**src/common/egs_link_regs.svh**
```systemverilog
// Register offsets, field positions, reset values and timing counts
// Assumes a 250 MHz clock and word-aligned AXI4-Lite byte addresses
`ifndef EGS_LINK_REGS_SVH
`define EGS_LINK_REGS_SVH
// Register byte offsets
`define OFS_CTRL 8'h00
`define OFS_STATUS 8'h04
`define OFS_MASK 8'h08
`define OFS_READINGS 8'h0c
`define OFS_STAT_A 8'h10
`define OFS_STAT_B 8'h14
`define OFS_LINK 8'h18
// Control fields
`define CTRL_HEATER 0
`define CTRL_RESTART 1
// Status and mask fields
`define EV_RESULT 0
`define EV_RX_TIMEOUT 1
`define EV_TX_TIMEOUT 2
`define EV_WIDTH 3
`define CTRL_RESET 32'h0000_0000
`define MASK_RESET 3'h0
// Frame identifiers, 29-bit extended
`define CMD_FRAME_ID 29'h18fedf00
`define REPORT_FRAME_ID 29'h18f00f52
// Timing
`define CLK_KHZ 250000
`define BIT_RATE_KBPS 250
`define BIT_DIV (`CLK_KHZ / `BIT_RATE_KBPS)
`define RX_TIMEOUT_MS 100
`define RX_TIMEOUT_MIN_MS 50
`define RX_TIMEOUT_CYC (`RX_TIMEOUT_MS * `CLK_KHZ)
`define TX_TIMEOUT_MS 0
`define TX_TIMEOUT_MAX_MS 10
`define TX_TIMEOUT_CYC ((`TX_TIMEOUT_MS * `CLK_KHZ) > 0 ? (`TX_TIMEOUT_MS * `CLK_KHZ) : 1)
`define TX_TIMEOUT_MAX_CYC (`TX_TIMEOUT_MAX_MS * `CLK_KHZ)
`define CMD_PERIOD_MS 50
`define CMD_PERIOD_CYC (`CMD_PERIOD_MS * `CLK_KHZ)
`endif

```
**src/common/egs_link_pkg.sv**
```systemverilog
// Types shared by the sensor link modules
// Assumes nothing beyond a SystemVerilog compiler
package egs_link_pkg;
  // Heater command code carried in command byte 0
  typedef enum logic [7:0] {
    HEATER_PREHEAT = 8'h00,
    HEATER_ON = 8'h01
  } heater_cmd_type;
  // Transmit sequencer states
  typedef enum logic [1:0] {
    TX_IDLE = 2'b00,
    TX_WAIT = 2'b01
  } tx_state_type;
  // AXI response codes
  typedef enum logic [1:0] {
    RESP_OKAY = 2'b00,
    RESP_SLVERR = 2'b10
  } resp_type;
endpackage

```
**src/common/sensor_result_if.sv**
```systemverilog
// Extracted sensor results passed from the frame parser to the link core
// Assumes one clock domain shared by both ends
`timescale 1ns/1ps
interface sensor_result_if;
  logic new_frame; // One-cycle pulse per accepted report frame
  logic [15:0] nox_raw; // Raw nitrogen-oxide count
  logic [15:0] o2_raw; // Raw oxygen count
  logic [63:0] stat; // Eight 8-bit statuses
  modport producer (output new_frame, nox_raw, o2_raw, stat);
  modport consumer (input new_frame, nox_raw, o2_raw, stat);
endinterface

```
**src/logic/report_parser.sv**
```systemverilog
// Report frame parser: filters on identifier and unpacks readings
// Assumes frames arrive as one-cycle valid beats synchronous to clk
`timescale 1ns/1ps
`include "egs_link_regs.svh"
module report_parser #(
  parameter int NOX_BYTE = 0, // Byte of the nitrogen-oxide count, low byte first
  parameter int O2_BYTE = 2, // Byte of the oxygen count, low byte first
  parameter int STAT_BIT = 32 // First of eight 2-bit status fields
) (
  input wire logic clk,
  input wire logic rst,
  input wire logic rx_valid,
  input wire logic [28:0] rx_id,
  input wire logic rx_ext,
  input wire logic [63:0] rx_data,
  sensor_result_if.producer res
);
  // Field positions must lie inside the eight data bytes
  initial begin
    if (NOX_BYTE < 0 || NOX_BYTE > 6 || O2_BYTE < 0 || O2_BYTE > 6 ||
        STAT_BIT < 0 || STAT_BIT > 48) begin
      $error("report_parser: field offset outside frame");
    end
  end
  // Only the report identifier carries result data
  wire match = rx_valid && rx_ext && (rx_id == `REPORT_FRAME_ID);
  wire [15:0] nox_field = rx_data[NOX_BYTE*8 +: 16];
  wire [15:0] o2_field = rx_data[O2_BYTE*8 +: 16];
  wire [63:0] stat_field;
  // Each status widens a 2-bit field to a byte
  for (genvar i = 0; i < 8; i++) begin : g_stat
    assign stat_field[i*8 +: 8] = {6'h00, rx_data[STAT_BIT + 2*i +: 2]};
  end
  // Capture readings on a matching frame
  always_ff @(posedge clk) begin
    if (rst) begin
      res.new_frame <= 1'b0;
      res.nox_raw <= 16'h0000;
      res.o2_raw <= 16'h0000;
      res.stat <= 64'h0;
    end else begin
      res.new_frame <= match;
      if (match) begin
        res.nox_raw <= nox_field;
        res.o2_raw <= o2_field;
        res.stat <= stat_field;
      end
    end
  end
endmodule

```
**src/logic/exhaust_gas_sensor_can_link.sv**
```systemverilog
// Exhaust gas sensor link core: command frames, report capture, AXI4-Lite registers
// Assumes a frame-level bus controller on the TX/RX ports and a 250 MHz REF_CLK
//
// What this block does
// - Bus bit-rate enable runs at 250 kbps
// - Receive timeout 100 ms, above 50 ms
// - Transmit timeout below 10 ms, default minimal
// - Every incoming frame is accepted from the bus
// - Command frames use fixed extended command identifier
// - Results taken only from report identifier frames
// - Heater request true asks heater on
// - Heater request false asks preheat 80-120 C
// - Payload presented only while transmit strobe high
// - Report 8-bit supply status
// - Report 8-bit sensor temperature status
// - Report nitrogen-oxide and oxygen validity statuses
// - Report 8-bit heater phase status
// - Report heater, nitrogen-oxide, oxygen wiring faults
// - Host restart resets the bus channel
//
// Design decisions made here: the AXI4-Lite slave port and the register addresses.
`timescale 1ns/1ps
`include "egs_link_regs.svh"
module exhaust_gas_sensor_can_link #(
  parameter int RX_TIMEOUT_CYC = `RX_TIMEOUT_CYC, // Report silence limit
  parameter int TX_TIMEOUT_CYC = `TX_TIMEOUT_CYC, // Command acceptance limit
  parameter int CMD_PERIOD_CYC = `CMD_PERIOD_CYC, // Command repeat interval
  parameter int NOX_BYTE = 0, // Byte of nitrogen-oxide count
  parameter int O2_BYTE = 2, // Byte of oxygen count
  parameter int STAT_BIT = 32 // First status field bit
) (
  input wire logic REF_CLK,
  input wire logic RST,
  // AXI4-Lite slave
  input wire logic [7:0] S_AXI_AWADDR,
  input wire logic S_AXI_AWVALID,
  output logic S_AXI_AWREADY,
  input wire logic [31:0] S_AXI_WDATA,
  input wire logic [3:0] S_AXI_WSTRB,
  input wire logic S_AXI_WVALID,
  output logic S_AXI_WREADY,
  output logic [1:0] S_AXI_BRESP,
  output logic S_AXI_BVALID,
  input wire logic S_AXI_BREADY,
  input wire logic [7:0] S_AXI_ARADDR,
  input wire logic S_AXI_ARVALID,
  output logic S_AXI_ARREADY,
  output logic [31:0] S_AXI_RDATA,
  output logic [1:0] S_AXI_RRESP,
  output logic S_AXI_RVALID,
  input wire logic S_AXI_RREADY,
  // Frame-level bus controller
  output logic BIT_TICK,
  output logic CHAN_RESTART,
  output logic TX_STROBE,
  input wire logic TX_READY,
  output logic [28:0] TX_ID,
  output logic TX_EXT,
  output logic [3:0] TX_DLC,
  output logic [63:0] TX_DATA,
  input wire logic RX_VALID,
  output logic RX_READY,
  input wire logic [28:0] RX_ID,
  input wire logic RX_EXT,
  input wire logic [63:0] RX_DATA,
  // Interrupt
  output logic IRQ
);
  localparam int BIT_DIV = `BIT_DIV;
  // Refuse timings the sensor link cannot work with
  initial begin
    if (RX_TIMEOUT_CYC < 1 || TX_TIMEOUT_CYC < 1 || CMD_PERIOD_CYC < 2) begin
      $error("exhaust_gas_sensor_can_link: timing parameter too small");
    end
    if (TX_TIMEOUT_CYC >= `TX_TIMEOUT_MAX_CYC) begin
      $error("exhaust_gas_sensor_can_link: transmit timeout too long");
    end
  end

  sensor_result_if res ();

  // Report frame unpacking
  report_parser #(
    .NOX_BYTE(NOX_BYTE),
    .O2_BYTE(O2_BYTE),
    .STAT_BIT(STAT_BIT)
  ) u_parser (
    .clk(REF_CLK),
    .rst(RST),
    .rx_valid(RX_VALID),
    .rx_id(RX_ID),
    .rx_ext(RX_EXT),
    .rx_data(RX_DATA),
    .res(res)
  );

  // ---------------- AXI4-Lite write path ----------------
  logic aw_full_reg; // Write address held
  logic [7:0] aw_addr_reg;
  logic w_full_reg; // Write data held
  logic [31:0] w_data_reg;
  logic [3:0] w_strb_reg;
  logic bvalid_reg;
  logic bresp_err_reg;
  logic [31:0] ctrl_reg; // Control register
  logic [`EV_WIDTH-1:0] sts_reg; // Sticky event bits
  logic [`EV_WIDTH-1:0] mask_reg; // Interrupt enables
  logic restart_reg; // One-cycle channel restart

  // Address and data are taken independently, one write in flight
  assign S_AXI_AWREADY = !aw_full_reg && !bvalid_reg;
  assign S_AXI_WREADY = !w_full_reg && !bvalid_reg;
  wire wr_go = aw_full_reg && w_full_reg && !bvalid_reg;
  wire [31:0] lane_mask = {{8{w_strb_reg[3]}}, {8{w_strb_reg[2]}},
                           {8{w_strb_reg[1]}}, {8{w_strb_reg[0]}}};
  wire [31:0] wr_bits = w_data_reg & lane_mask;
  wire wr_ctrl = wr_go && aw_addr_reg == `OFS_CTRL;
  wire wr_sts = wr_go && aw_addr_reg == `OFS_STATUS;
  wire wr_mask = wr_go && aw_addr_reg == `OFS_MASK;
  wire wr_known = wr_ctrl || wr_sts || wr_mask ||
                  aw_addr_reg == `OFS_READINGS || aw_addr_reg == `OFS_STAT_A ||
                  aw_addr_reg == `OFS_STAT_B || aw_addr_reg == `OFS_LINK;
  wire [31:0] ctrl_next = (ctrl_reg & ~lane_mask) | (wr_bits & 32'h0000_0001);
  assign S_AXI_BVALID = bvalid_reg;
  assign S_AXI_BRESP = bresp_err_reg ? egs_link_pkg::RESP_SLVERR : egs_link_pkg::RESP_OKAY;

  // Write channel capture and response
  always_ff @(posedge REF_CLK) begin
    if (RST) begin
      aw_full_reg <= 1'b0;
      aw_addr_reg <= 8'h00;
      w_full_reg <= 1'b0;
      w_data_reg <= 32'h0;
      w_strb_reg <= 4'h0;
      bvalid_reg <= 1'b0;
      bresp_err_reg <= 1'b0;
    end else begin
      if (S_AXI_AWVALID && S_AXI_AWREADY) begin
        aw_full_reg <= 1'b1;
        aw_addr_reg <= S_AXI_AWADDR;
      end
      if (S_AXI_WVALID && S_AXI_WREADY) begin
        w_full_reg <= 1'b1;
        w_data_reg <= S_AXI_WDATA;
        w_strb_reg <= S_AXI_WSTRB;
      end
      if (wr_go) begin
        aw_full_reg <= 1'b0;
        w_full_reg <= 1'b0;
        bvalid_reg <= 1'b1;
        bresp_err_reg <= !wr_known; // Unmapped address
      end else if (S_AXI_BREADY) begin
        bvalid_reg <= 1'b0;
      end
    end
  end

  // Control register; restart bit is a pulse, never stored
  always_ff @(posedge REF_CLK) begin
    if (RST) begin
      ctrl_reg <= `CTRL_RESET;
      restart_reg <= 1'b0;
      mask_reg <= `MASK_RESET;
    end else begin
      if (wr_ctrl) begin
        ctrl_reg <= ctrl_next;
      end
      restart_reg <= wr_ctrl && wr_bits[`CTRL_RESTART];
      if (wr_mask) begin
        mask_reg <= wr_bits[`EV_WIDTH-1:0];
      end
    end
  end
  assign CHAN_RESTART = restart_reg;
  wire heater_req = ctrl_reg[`CTRL_HEATER];

  // ---------------- Bit-rate enable ----------------
  logic [9:0] bit_cnt_reg;
  wire bit_wrap = bit_cnt_reg == 10'(BIT_DIV - 1);
  // Divides REF_CLK to the 250 kbps bit enable
  always_ff @(posedge REF_CLK) begin
    if (RST || restart_reg) begin
      bit_cnt_reg <= 10'h000;
    end else begin
      bit_cnt_reg <= bit_wrap ? 10'h000 : bit_cnt_reg + 10'h001;
    end
  end
  assign BIT_TICK = bit_wrap;

  // ---------------- Command transmit ----------------
  egs_link_pkg::tx_state_type tx_state_reg;
  logic [31:0] period_cnt_reg; // Command repeat timer
  logic [31:0] tx_wait_reg; // Cycles strobe has waited
  logic heater_sent_reg; // Heater request last sent
  logic [7:0] tx_code_reg;
  wire period_due = period_cnt_reg == 32'(CMD_PERIOD_CYC - 1);
  wire heater_change = heater_req != heater_sent_reg;
  wire tx_launch = tx_state_reg == egs_link_pkg::TX_IDLE && (period_due || heater_change);
  wire tx_pend = tx_state_reg == egs_link_pkg::TX_WAIT;
  wire tx_done = tx_pend && TX_READY;
  wire tx_expire = tx_pend && !TX_READY && tx_wait_reg == 32'(TX_TIMEOUT_CYC - 1);
  wire [7:0] heater_code = heater_req ? 8'(egs_link_pkg::HEATER_ON)
                                      : 8'(egs_link_pkg::HEATER_PREHEAT);

  // Repeat timer restarts on each launch
  always_ff @(posedge REF_CLK) begin
    if (RST || restart_reg || tx_launch) begin
      period_cnt_reg <= 32'h0;
    end else if (!period_due) begin
      period_cnt_reg <= period_cnt_reg + 32'h1;
    end
  end

  // Transmit sequencer: launch, wait for acceptance, drop on timeout
  always_ff @(posedge REF_CLK) begin
    if (RST || restart_reg) begin
      tx_state_reg <= egs_link_pkg::TX_IDLE;
      tx_wait_reg <= 32'h0;
      heater_sent_reg <= 1'b0;
      tx_code_reg <= 8'h00;
    end else begin
      case (tx_state_reg)
        egs_link_pkg::TX_IDLE: begin
          tx_wait_reg <= 32'h0;
          if (tx_launch) begin
            tx_state_reg <= egs_link_pkg::TX_WAIT;
            heater_sent_reg <= heater_req;
            tx_code_reg <= heater_code;
          end
        end
        egs_link_pkg::TX_WAIT: begin
          if (tx_done || tx_expire) begin
            tx_state_reg <= egs_link_pkg::TX_IDLE;
            tx_code_reg <= 8'h00;
          end else begin
            tx_wait_reg <= tx_wait_reg + 32'h1;
          end
        end
        default: begin
          tx_state_reg <= egs_link_pkg::TX_IDLE;
        end
      endcase
    end
  end
  assign TX_STROBE = tx_pend;
  assign TX_ID = tx_pend ? `CMD_FRAME_ID : 29'h0;
  assign TX_EXT = tx_pend;
  assign TX_DLC = tx_pend ? 4'h8 : 4'h0;
  assign TX_DATA = {56'h0, tx_code_reg};

  // ---------------- Receive supervision ----------------
  logic [31:0] rx_quiet_reg; // Cycles since last report
  logic rx_alive_reg; // Reports arriving in time
  wire rx_expire = rx_alive_reg && rx_quiet_reg == 32'(RX_TIMEOUT_CYC - 1) && !res.new_frame;
  assign RX_READY = 1'b1;
  // Silence timer, restarted by each accepted report
  always_ff @(posedge REF_CLK) begin
    if (RST || restart_reg) begin
      rx_quiet_reg <= 32'h0;
      rx_alive_reg <= 1'b0;
    end else if (res.new_frame) begin
      rx_quiet_reg <= 32'h0;
      rx_alive_reg <= 1'b1;
    end else if (rx_expire) begin
      rx_alive_reg <= 1'b0;
    end else if (rx_alive_reg) begin
      rx_quiet_reg <= rx_quiet_reg + 32'h1;
    end
  end

  // ---------------- Events and interrupt ----------------
  wire [`EV_WIDTH-1:0] ev_set = {tx_expire, rx_expire, res.new_frame};
  wire [`EV_WIDTH-1:0] ev_clr = wr_sts ? wr_bits[`EV_WIDTH-1:0] : '0;
  wire [`EV_WIDTH-1:0] sts_next = (sts_reg & ~ev_clr) | ev_set;
  // Sticky events; a new event wins over a same-cycle clear
  always_ff @(posedge REF_CLK) begin
    if (RST) begin
      sts_reg <= '0;
    end else begin
      sts_reg <= sts_next;
    end
  end
  assign IRQ = |(sts_reg & mask_reg);

  // ---------------- AXI4-Lite read path ----------------
  logic rvalid_reg;
  logic [31:0] rdata_reg;
  logic rresp_err_reg;
  assign S_AXI_ARREADY = !rvalid_reg;
  wire rd_take = S_AXI_ARVALID && S_AXI_ARREADY; // Read address taken this cycle
  wire [31:0] rd_stat_a = res.stat[31:0];
  wire [31:0] rd_stat_b = res.stat[63:32];
  wire [31:0] rd_mux =
    S_AXI_ARADDR == `OFS_CTRL ? ctrl_reg :
    S_AXI_ARADDR == `OFS_STATUS ? {29'h0, sts_reg} :
    S_AXI_ARADDR == `OFS_MASK ? {29'h0, mask_reg} :
    S_AXI_ARADDR == `OFS_READINGS ? {res.o2_raw, res.nox_raw} :
    S_AXI_ARADDR == `OFS_STAT_A ? rd_stat_a :
    S_AXI_ARADDR == `OFS_STAT_B ? rd_stat_b :
    S_AXI_ARADDR == `OFS_LINK ? {31'h0, rx_alive_reg} : 32'h0;
  wire rd_known = S_AXI_ARADDR <= `OFS_LINK && S_AXI_ARADDR[1:0] == 2'b00;
  // Read capture and response
  always_ff @(posedge REF_CLK) begin
    if (RST) begin
      rvalid_reg <= 1'b0;
      rdata_reg <= 32'h0;
      rresp_err_reg <= 1'b0;
    end else if (S_AXI_ARVALID && S_AXI_ARREADY) begin
      rvalid_reg <= 1'b1;
      rdata_reg <= rd_mux;
      rresp_err_reg <= !rd_known;
    end else if (S_AXI_RREADY) begin
      rvalid_reg <= 1'b0;
    end
  end
  assign S_AXI_RVALID = rvalid_reg;
  assign S_AXI_RDATA = rdata_reg;
  assign S_AXI_RRESP = rresp_err_reg ? egs_link_pkg::RESP_SLVERR : egs_link_pkg::RESP_OKAY;
endmodule

```
**config.mk**
```make
export PLATFORM = sky130hd
export DESIGN_NAME = exhaust_gas_sensor_can_link
export DESIGN_NICKNAME = d
export VERILOG_FILES = /design/src/common/egs_link_pkg.sv /design/src/common/sensor_result_if.sv /design/src/logic/report_parser.sv /design/src/logic/exhaust_gas_sensor_can_link.sv
export VERILOG_INCLUDE_DIRS = /design/src /design/src/common
export SDC_FILE = /design/constraint.sdc
export NUM_CORES = 1
export LEC_CHECK = 0
export BUFFER_PORTS_ARGS = -buffer_cell sky130_fd_sc_hd__buf_2
export CAP_MARGIN = 15
export CORE_MARGIN = 2
export CORE_UTILIZATION = 35
export CTS_BUF_LIST = sky130_fd_sc_hd__clkbuf_8
export DETAILED_ROUTE_END_ITERATION = 8
export PLACE_DENSITY = 0.62
export SETUP_SLACK_MARGIN = 0.15
export SLEW_MARGIN = 10
export SYNTH_ARGS = -nofsm -noshare
export SYNTH_HDL_FRONTEND = slang
export SYNTH_HIERARCHICAL = 1
export SYNTH_SLANG_ARGS = --single-unit
```
**constraint.sdc**
```tcl
create_clock -name REF_CLK -period 2.85 [get_ports REF_CLK]
set_input_delay 0.285 -clock REF_CLK [delete_from_list [all_inputs] [get_ports REF_CLK]]
set_output_delay 0.285 -clock REF_CLK [all_outputs]
set_load 0.005 [all_outputs]
```
-- Yosys cells after proc, flatten, opt, wreduce, memory -nomap -nowiden
Index checks and enable logic that the tools add are counted.
- logic and storage cells: 144
- output and inout port bits: 144
- register bits: 259
- bits of input ports: 155
- reduce and logical (&&, ||, !) cells: 56
- mux-type cells: 27
- add/sub/neg operators: 4
- bitwise logic cells: 9
- magnitude comparators: 1
- equal/unequal tests: 21
- operators with widths (operator ; count):
    two-way mux 32 bit ; 5
    adder 32 x 1 -> 32 bit (second input constant) ; 3
    one-hot mux 32 bit (2 select lines) ; 1
    two-way mux 26 bit ; 2
    equality test 8 x 5 -> 1 bit (second input constant) ; 6
    bitwise AND 32 bit ; 1
    equality test 32 x 24 -> 1 bit (second input constant) ; 1
    equality test 32 x 25 -> 1 bit (second input constant) ; 1
    equality test 8 x 4 -> 1 bit (second input constant) ; 4
    zero test 32 bit ; 1
    NOT 32 bit ; 1
    bitwise OR 32 x 1 -> 32 bit ; 1
    equality test 29 bit (second input constant) ; 1
    two-way mux 29 bit ; 1
    logical AND 1 bit ; 20
    equality test 8 x 3 -> 1 bit (second input constant) ; 2
    zero test 8 bit ; 2
    two-way mux 8 bit ; 2
    one-hot mux 8 bit (2 select lines) ; 1
    adder 10 x 1 -> 10 bit (second input constant) ; 1
    equality test 10 bit (second input constant) ; 1
    logical OR 1 bit ; 10
    bitwise AND 3 bit ; 3
    <= comparator 8 x 5 -> 1 bit (second input constant) ; 1
    19 further kinds ; 46

-- Logic depth before layout (Yosys ltp)
- depth in word-level cells: 10
- gate-level depth with buffers: 8
- mapped depth without buffers: 7

-- Hierarchy
The synthesis kept the hierarchy.
- by module, submodules not included (module ; instances ; cells an instance ; seq. area each (sq um) ; area an instance (sq um)):
    exhaust_gas_sensor_can_link ; 1 ; 1206 ; 4043.9 ; 9962.1
    report_parser ; 1 ; 270 ; 980.9 ; 2620.0

-- Worst setup path before layout
Ideal clock, no wire load.
- kind: register to register
- from: reg period_cnt_reg[0]
- to: reg period_cnt_reg[7]
- arrival: 2.022 ns
- clock period less this slack: 2.144 ns
- slack: 0.706 ns
- required time: 2.728 ns
- setup time: 0.122 ns
- cell stages (with the launch flop): 8
- path buffers: 1
- path through: dfxtp_1 > ha_1 > nand4_1 > or4_1 > o21ba_2 > o21ai_2 > buf_4 > a21oi_1
- cells in the longest elaborated chain, start to end: 4
- elaborated cells on any way between the ends: 5
- those cells by class: 1 x add/sub; 1 x eq/ne; 3 x reduce/logical
- ends and longest elaborated chain (what ; line ; text):
    from (decl) ; exhaust_gas_sensor_can_link.sv:192 ; logic [31:0] period_cnt_reg;
    from (signal assigned) ; exhaust_gas_sensor_can_link.sv:210 ; period_cnt_reg <= period_cnt_reg + 32'h1;
    branches (longest 4 deep; another with adder 32 x 1 -> 32 bit) ; n/a ;
Parallel ways; which one is timed is not known.
A chain may end at the register's enable or synchronous reset.

-- Final worst setup path
- from: reg aw_addr_reg[7]
- to: reg ctrl_reg[10]
- cells in the longest elaborated chain, start to end: 2
- ends and longest elaborated chain (what ; line ; text):
    from (decl) ; exhaust_gas_sensor_can_link.sv:99 ; logic [7:0] aw_addr_reg;
    from (signal assigned) ; exhaust_gas_sensor_can_link.sv:131 ; aw_addr_reg <= 8'h00;
    from (signal assigned) ; exhaust_gas_sensor_can_link.sv:140 ; aw_addr_reg <= S_AXI_AWADDR;
    zero test 8 bit (no line) ; n/a ;
    logical AND 1 bit (no line) ; n/a ;
    to (signal assigned) ; exhaust_gas_sensor_can_link.sv:161 ; ctrl_reg <= `CTRL_RESET;
    to (signal assigned) ; exhaust_gas_sensor_can_link.sv:166 ; ctrl_reg <= ctrl_next;
    to (decl) ; exhaust_gas_sensor_can_link.sv:105 ; logic [31:0] ctrl_reg;
No other way between the ends.

==> summary.txt <==
Run status
  – Run status: finished, final reports clean

Worst setup path
  – Cell mode on critical path: or4_4
  – Crit path arrival time: around 2.8 ns
  – Worst setup SP type: flip-flop
  – Worst path top cell family by delay: simple AND/OR/NAND/NOR gates
  – Reg-to-reg slack, setup: about 0.49 ns
  – Worst setup path class: flip-flop to flip-flop
  – Crit path required time: 3.32 ns
  – Critical R2R Capture: ctrl_reg[10]
  – CP Depth: 5
  – Slowest-stage cell, CP: or4_4
  – FF-to-FF Start: aw_addr_reg[7]
  – Critical path launch point: aw_addr_reg[7]
  – CP endpoint kind: flip-flop
  – CP Buf/Inv Count: 0
  – Critical Path, Cell by Cell: or4_4 -> or4_4 -> nor3_4 -> a21oi_1 -> and2_1
  – Worst Setup EP: ctrl_reg[10]
  – Crit-path max FO: 8
  – Max incr delay on CP: 0.54 ns
  – R2R depth: 5

Power
  – Peak VDD IR: 268 µV
  – Power Density: roughly 530 mW/mm²
  – Net switching power: a little under 2 mW
  – Switching part of the total: between 20% and 30%
  – Reg power frac: ~46%
  – Pint: between 5 and 6 mW
  – Leakage: ~5.7 nW
  – Share of total power in the clock network: around 46%
  – Combinational Power Share: 7.4%

Route
  – Pre-Repair DR Iteration Count: 5
  – WL/cell: ~14 µm
  – Detailed Route WL: 30200 µm
  – DRC violations left: 0
  – Final ANT Viol Nets: 0
  – Via-per-instance ratio: approximately 4.8
  – DR vias: approximately 10k
  – Iteration-0 DRC Markers: ~730

Synth
  – Syn avg cell area: between 8 and 9 µm²
  – Post-synthesis adder-cell area fraction: 0.497%
  – Synth unique cells: 63
  – XOR/XNOR Fraction of Synth Area: 5.01%
  – Largest family of logic cells by synthesized area: simple AND/OR/NAND/NOR gates
  – FF+latch count, synth: 251
  – Number of synthesized flops with an enable pin: 0
  – Post-synthesis mux area share: roughly 4.9%
  – Area of the mapped netlist: approximately 0.013 mm²
  – Complex-gate fraction of the synthesized area: 9.80%
  – Gate Count Post-Synth: between 1k and 1.5k
  – Synth Area in Simple Gates: roughly 27%
  – Syn. warnings: 6
  – Post-synth top flop: dfxtp_1
  – FFs w/ async S/R, synth: 0%
  – Register area share after synthesis: around 40%

STA
  – Final Hold Viols: 0
  – Worst Tran Pin Value: 1.09 ns
  – Final Setup Violations: 0
  – Final number of max-transition violations: 0
  – Setup TNS: 0 ns
  – Rel. slew slack: a little over a quarter
  – Final min period: about 2.4 ns
  – Clock skew: around 0.044 ns
  – Crit share post-route: around 83%
  – Fin Hold WS: between 0.04 and 0.05 ns
  – RSZ-0062 raised after global routing: no
  – FMAX: 423 MHz

Hold path
  – Worst hold path class: input pin to flip-flop
  – Startpoint of the worst hold path: S_AXI_WDATA[0]

Die
  – Starting Density: about 35%
  – Ports: 299
  – DIE WIDTH: 194 µm
  – Row count: 69
  – Core area: around 0.035 mm²
  – Die ar.: ~0.037 mm²
  – Die extent in y: between 150 and 200 µm

Clock tree
  – H-tree depth: 2
  – Clock root cell: clkbuf_8
  – Worst-path clk slew: ~0.060 ns
  – Post_cts resized: 0
  – Post CTS Setup Buffer Count: 0
  – Clock Latency Late Sink: 0.58 ns
  – Clock Tree Buf Depth: 3
  – Clock Sink Count: 251
  – TritonCTS Buffers: 44
  – CTS tree: built

Layout
  – Most frequent cells in the layout: dfxtp_1 (251), buf_2 (170), nor2_1 (144)
  – Nets: about 1.8k
  – Reg area: approximately 0.005 mm²
  – Multi-input logic area: 0.00648 mm²
  – Area added between synthesis and finish: 17.7%
  – Commonest non-fill, non-tap cell in the layout: dfxtp_1
  – Filler cells: around 3.5k
  – Layout cell share with drive strength beyond 1: about 17%

Global routing
  – Global-route wire length before repair: ~50000 µm
  – Grt total ovfl: 0
  – Largest net degree at the start of global routing: 90
  – Total track usage: 15.6%
  – Number of global-route vias before repair: 9998
  – Initial antenna violation count: 3

Place
  – Global placement routability congestion: 0.799
  – Input/output buffers: approximately 170
  – Post-DP HPWL: between 20000 and 25000 µm

Job
  – Number of max-cap violations: 0
## layer usage
metal,global-route usage [%],share of wire (%),vias up
li1,-,-,5254
met1,20.9,47,4848
met5,0,0.083,-
met2,25.4,45,281
met3,3.38,6.0,57
met4,4.21,2.0,4
## what timing repair did
| action | 4_1_cts | 5_1_grt |
|---|---|---|
| endpoints found under the hold margin | 60 | 0 |
| hold buffers | 61 | 0 |
| endpoints found under the setup margin | 0 | 0 |
## Yosys cell counts (4+ instances only)
cell | instances | area (µm²)
dfxtp_1 | 251 | 5020
or4_1 | 9 | 67.6
inv_1 | 25 | 93.8
nand2_1 | 102 | 383
o211ai_1 | 5 | 37.5
ha_1 | 5 | 62.6
nor4_1 | 29 | 181
nor2b_1 | 5 | 31.3
buf_1 | 7 | 26.3
clkbuf_1 | 61 | 229
xor2_1 | 23 | 201
or3_1 | 24 | 150
nor3_1 | 55 | 275
and3_1 | 11 | 68.8
nand3_1 | 40 | 200
nor4b_1 | 9 | 78.8
a311oi_1 | 4 | 35.0
buf_4 | 157 | 1180
a221oi_1 | 30 | 263
mux2i_1 | 62 | 621
nand2b_1 | 99 | 619
o21ai_0 | 53 | 265
o21ai_1 | 4 | 20.0
a21oi_1 | 49 | 245
or2_2 | 4 | 25.0
nand4_1 | 32 | 200
and4_1 | 12 | 105
and2_1 | 35 | 219
nor2_1 | 145 | 544
xnor2_1 | 49 | 429
or4b_1 | 4 | 40.0
a22oi_1 | 31 | 233
## tightest hold or removal path: cells and delay by family
kind | cells | cell delay (ns)
buffers and inverters | 1 | 0.12
multiplexers | 1 | 0.08
AND/OR/NAND/NOR | 1 | 0.07
## kinds of logic (layout without fill, tap and decap cells)
group / count (synthesis) / count (layout)
XOR/XNOR: 72 / 72
AO/OA/AOI/OAI: 192 / 192
adder cells (fa/ha/maj): 5 / 5
buffers and inverters: 255 / 361
AND/OR/NAND/NOR: 636 / 636
other: 3 / 131
flip-flops: 251 / 251
multiplexers: 62 / 62
## power by group through the flow
stage          Clock [mW]  Combinational, mW  Sequential, mW
2_1_floorplan           0              0.438            3.68
3_3_place_gp            0              0.504            3.69
3_5_place_dp            0              0.512            3.69
4_1_cts              3.71              0.577            3.62
5_1_grt              3.88              0.652            3.62
6_report             3.61              0.578            3.62
## final cells by class
cell class                      instances  area share (%)
Multi-Input combinational cell       1097            43.8
Sequential cell                       251            33.9
Timing Repair Buffer                  256            11.2
Clock buffer                           55            5.11
Tap cell                              461            3.90
Clock inverter                         25            1.41
Inverter                               25           0.634
Antenna cell                            1          0.0169
## per-stage QoR
| step | instance area (µm²) | std cells | setup slack, ns | total power, mW | util, % |
|---|---|---|---|---|---|
| final | 14800 | 2171 | 0.487 | 7.80 | 41.7 |
| after global placement | 13200 | 2029 | 0.474 | 4.20 | 37.3 |
| after global routing | 14800 | 2170 | 0.359 | 8.15 | 41.7 |
| after detailed placement | 13200 | 2029 | 0.480 | 4.20 | 37.3 |
| after CTS | 14800 | 2170 | 0.496 | 7.91 | 41.7 |
| after floorplan | 13100 | 1603 | 0.706 | 4.12 | - |
## worst min path at each step
stage / endpoint / slack (ns) / cells after the start
floorplan: S_AXI_RVALID / 0.39 / 1
global placement: bit_cnt_reg[0] / 0.42 / 1
detailed placement: bit_cnt_reg[0] / 0.44 / 1
CTS: w_data_reg[0] / 0.008 / 3
global route: w_strb_reg[0] / 0.04 / 3
finish: w_data_reg[0] / 0.04 / 3
Note: power is estimated with default switching activity, not from simulation.
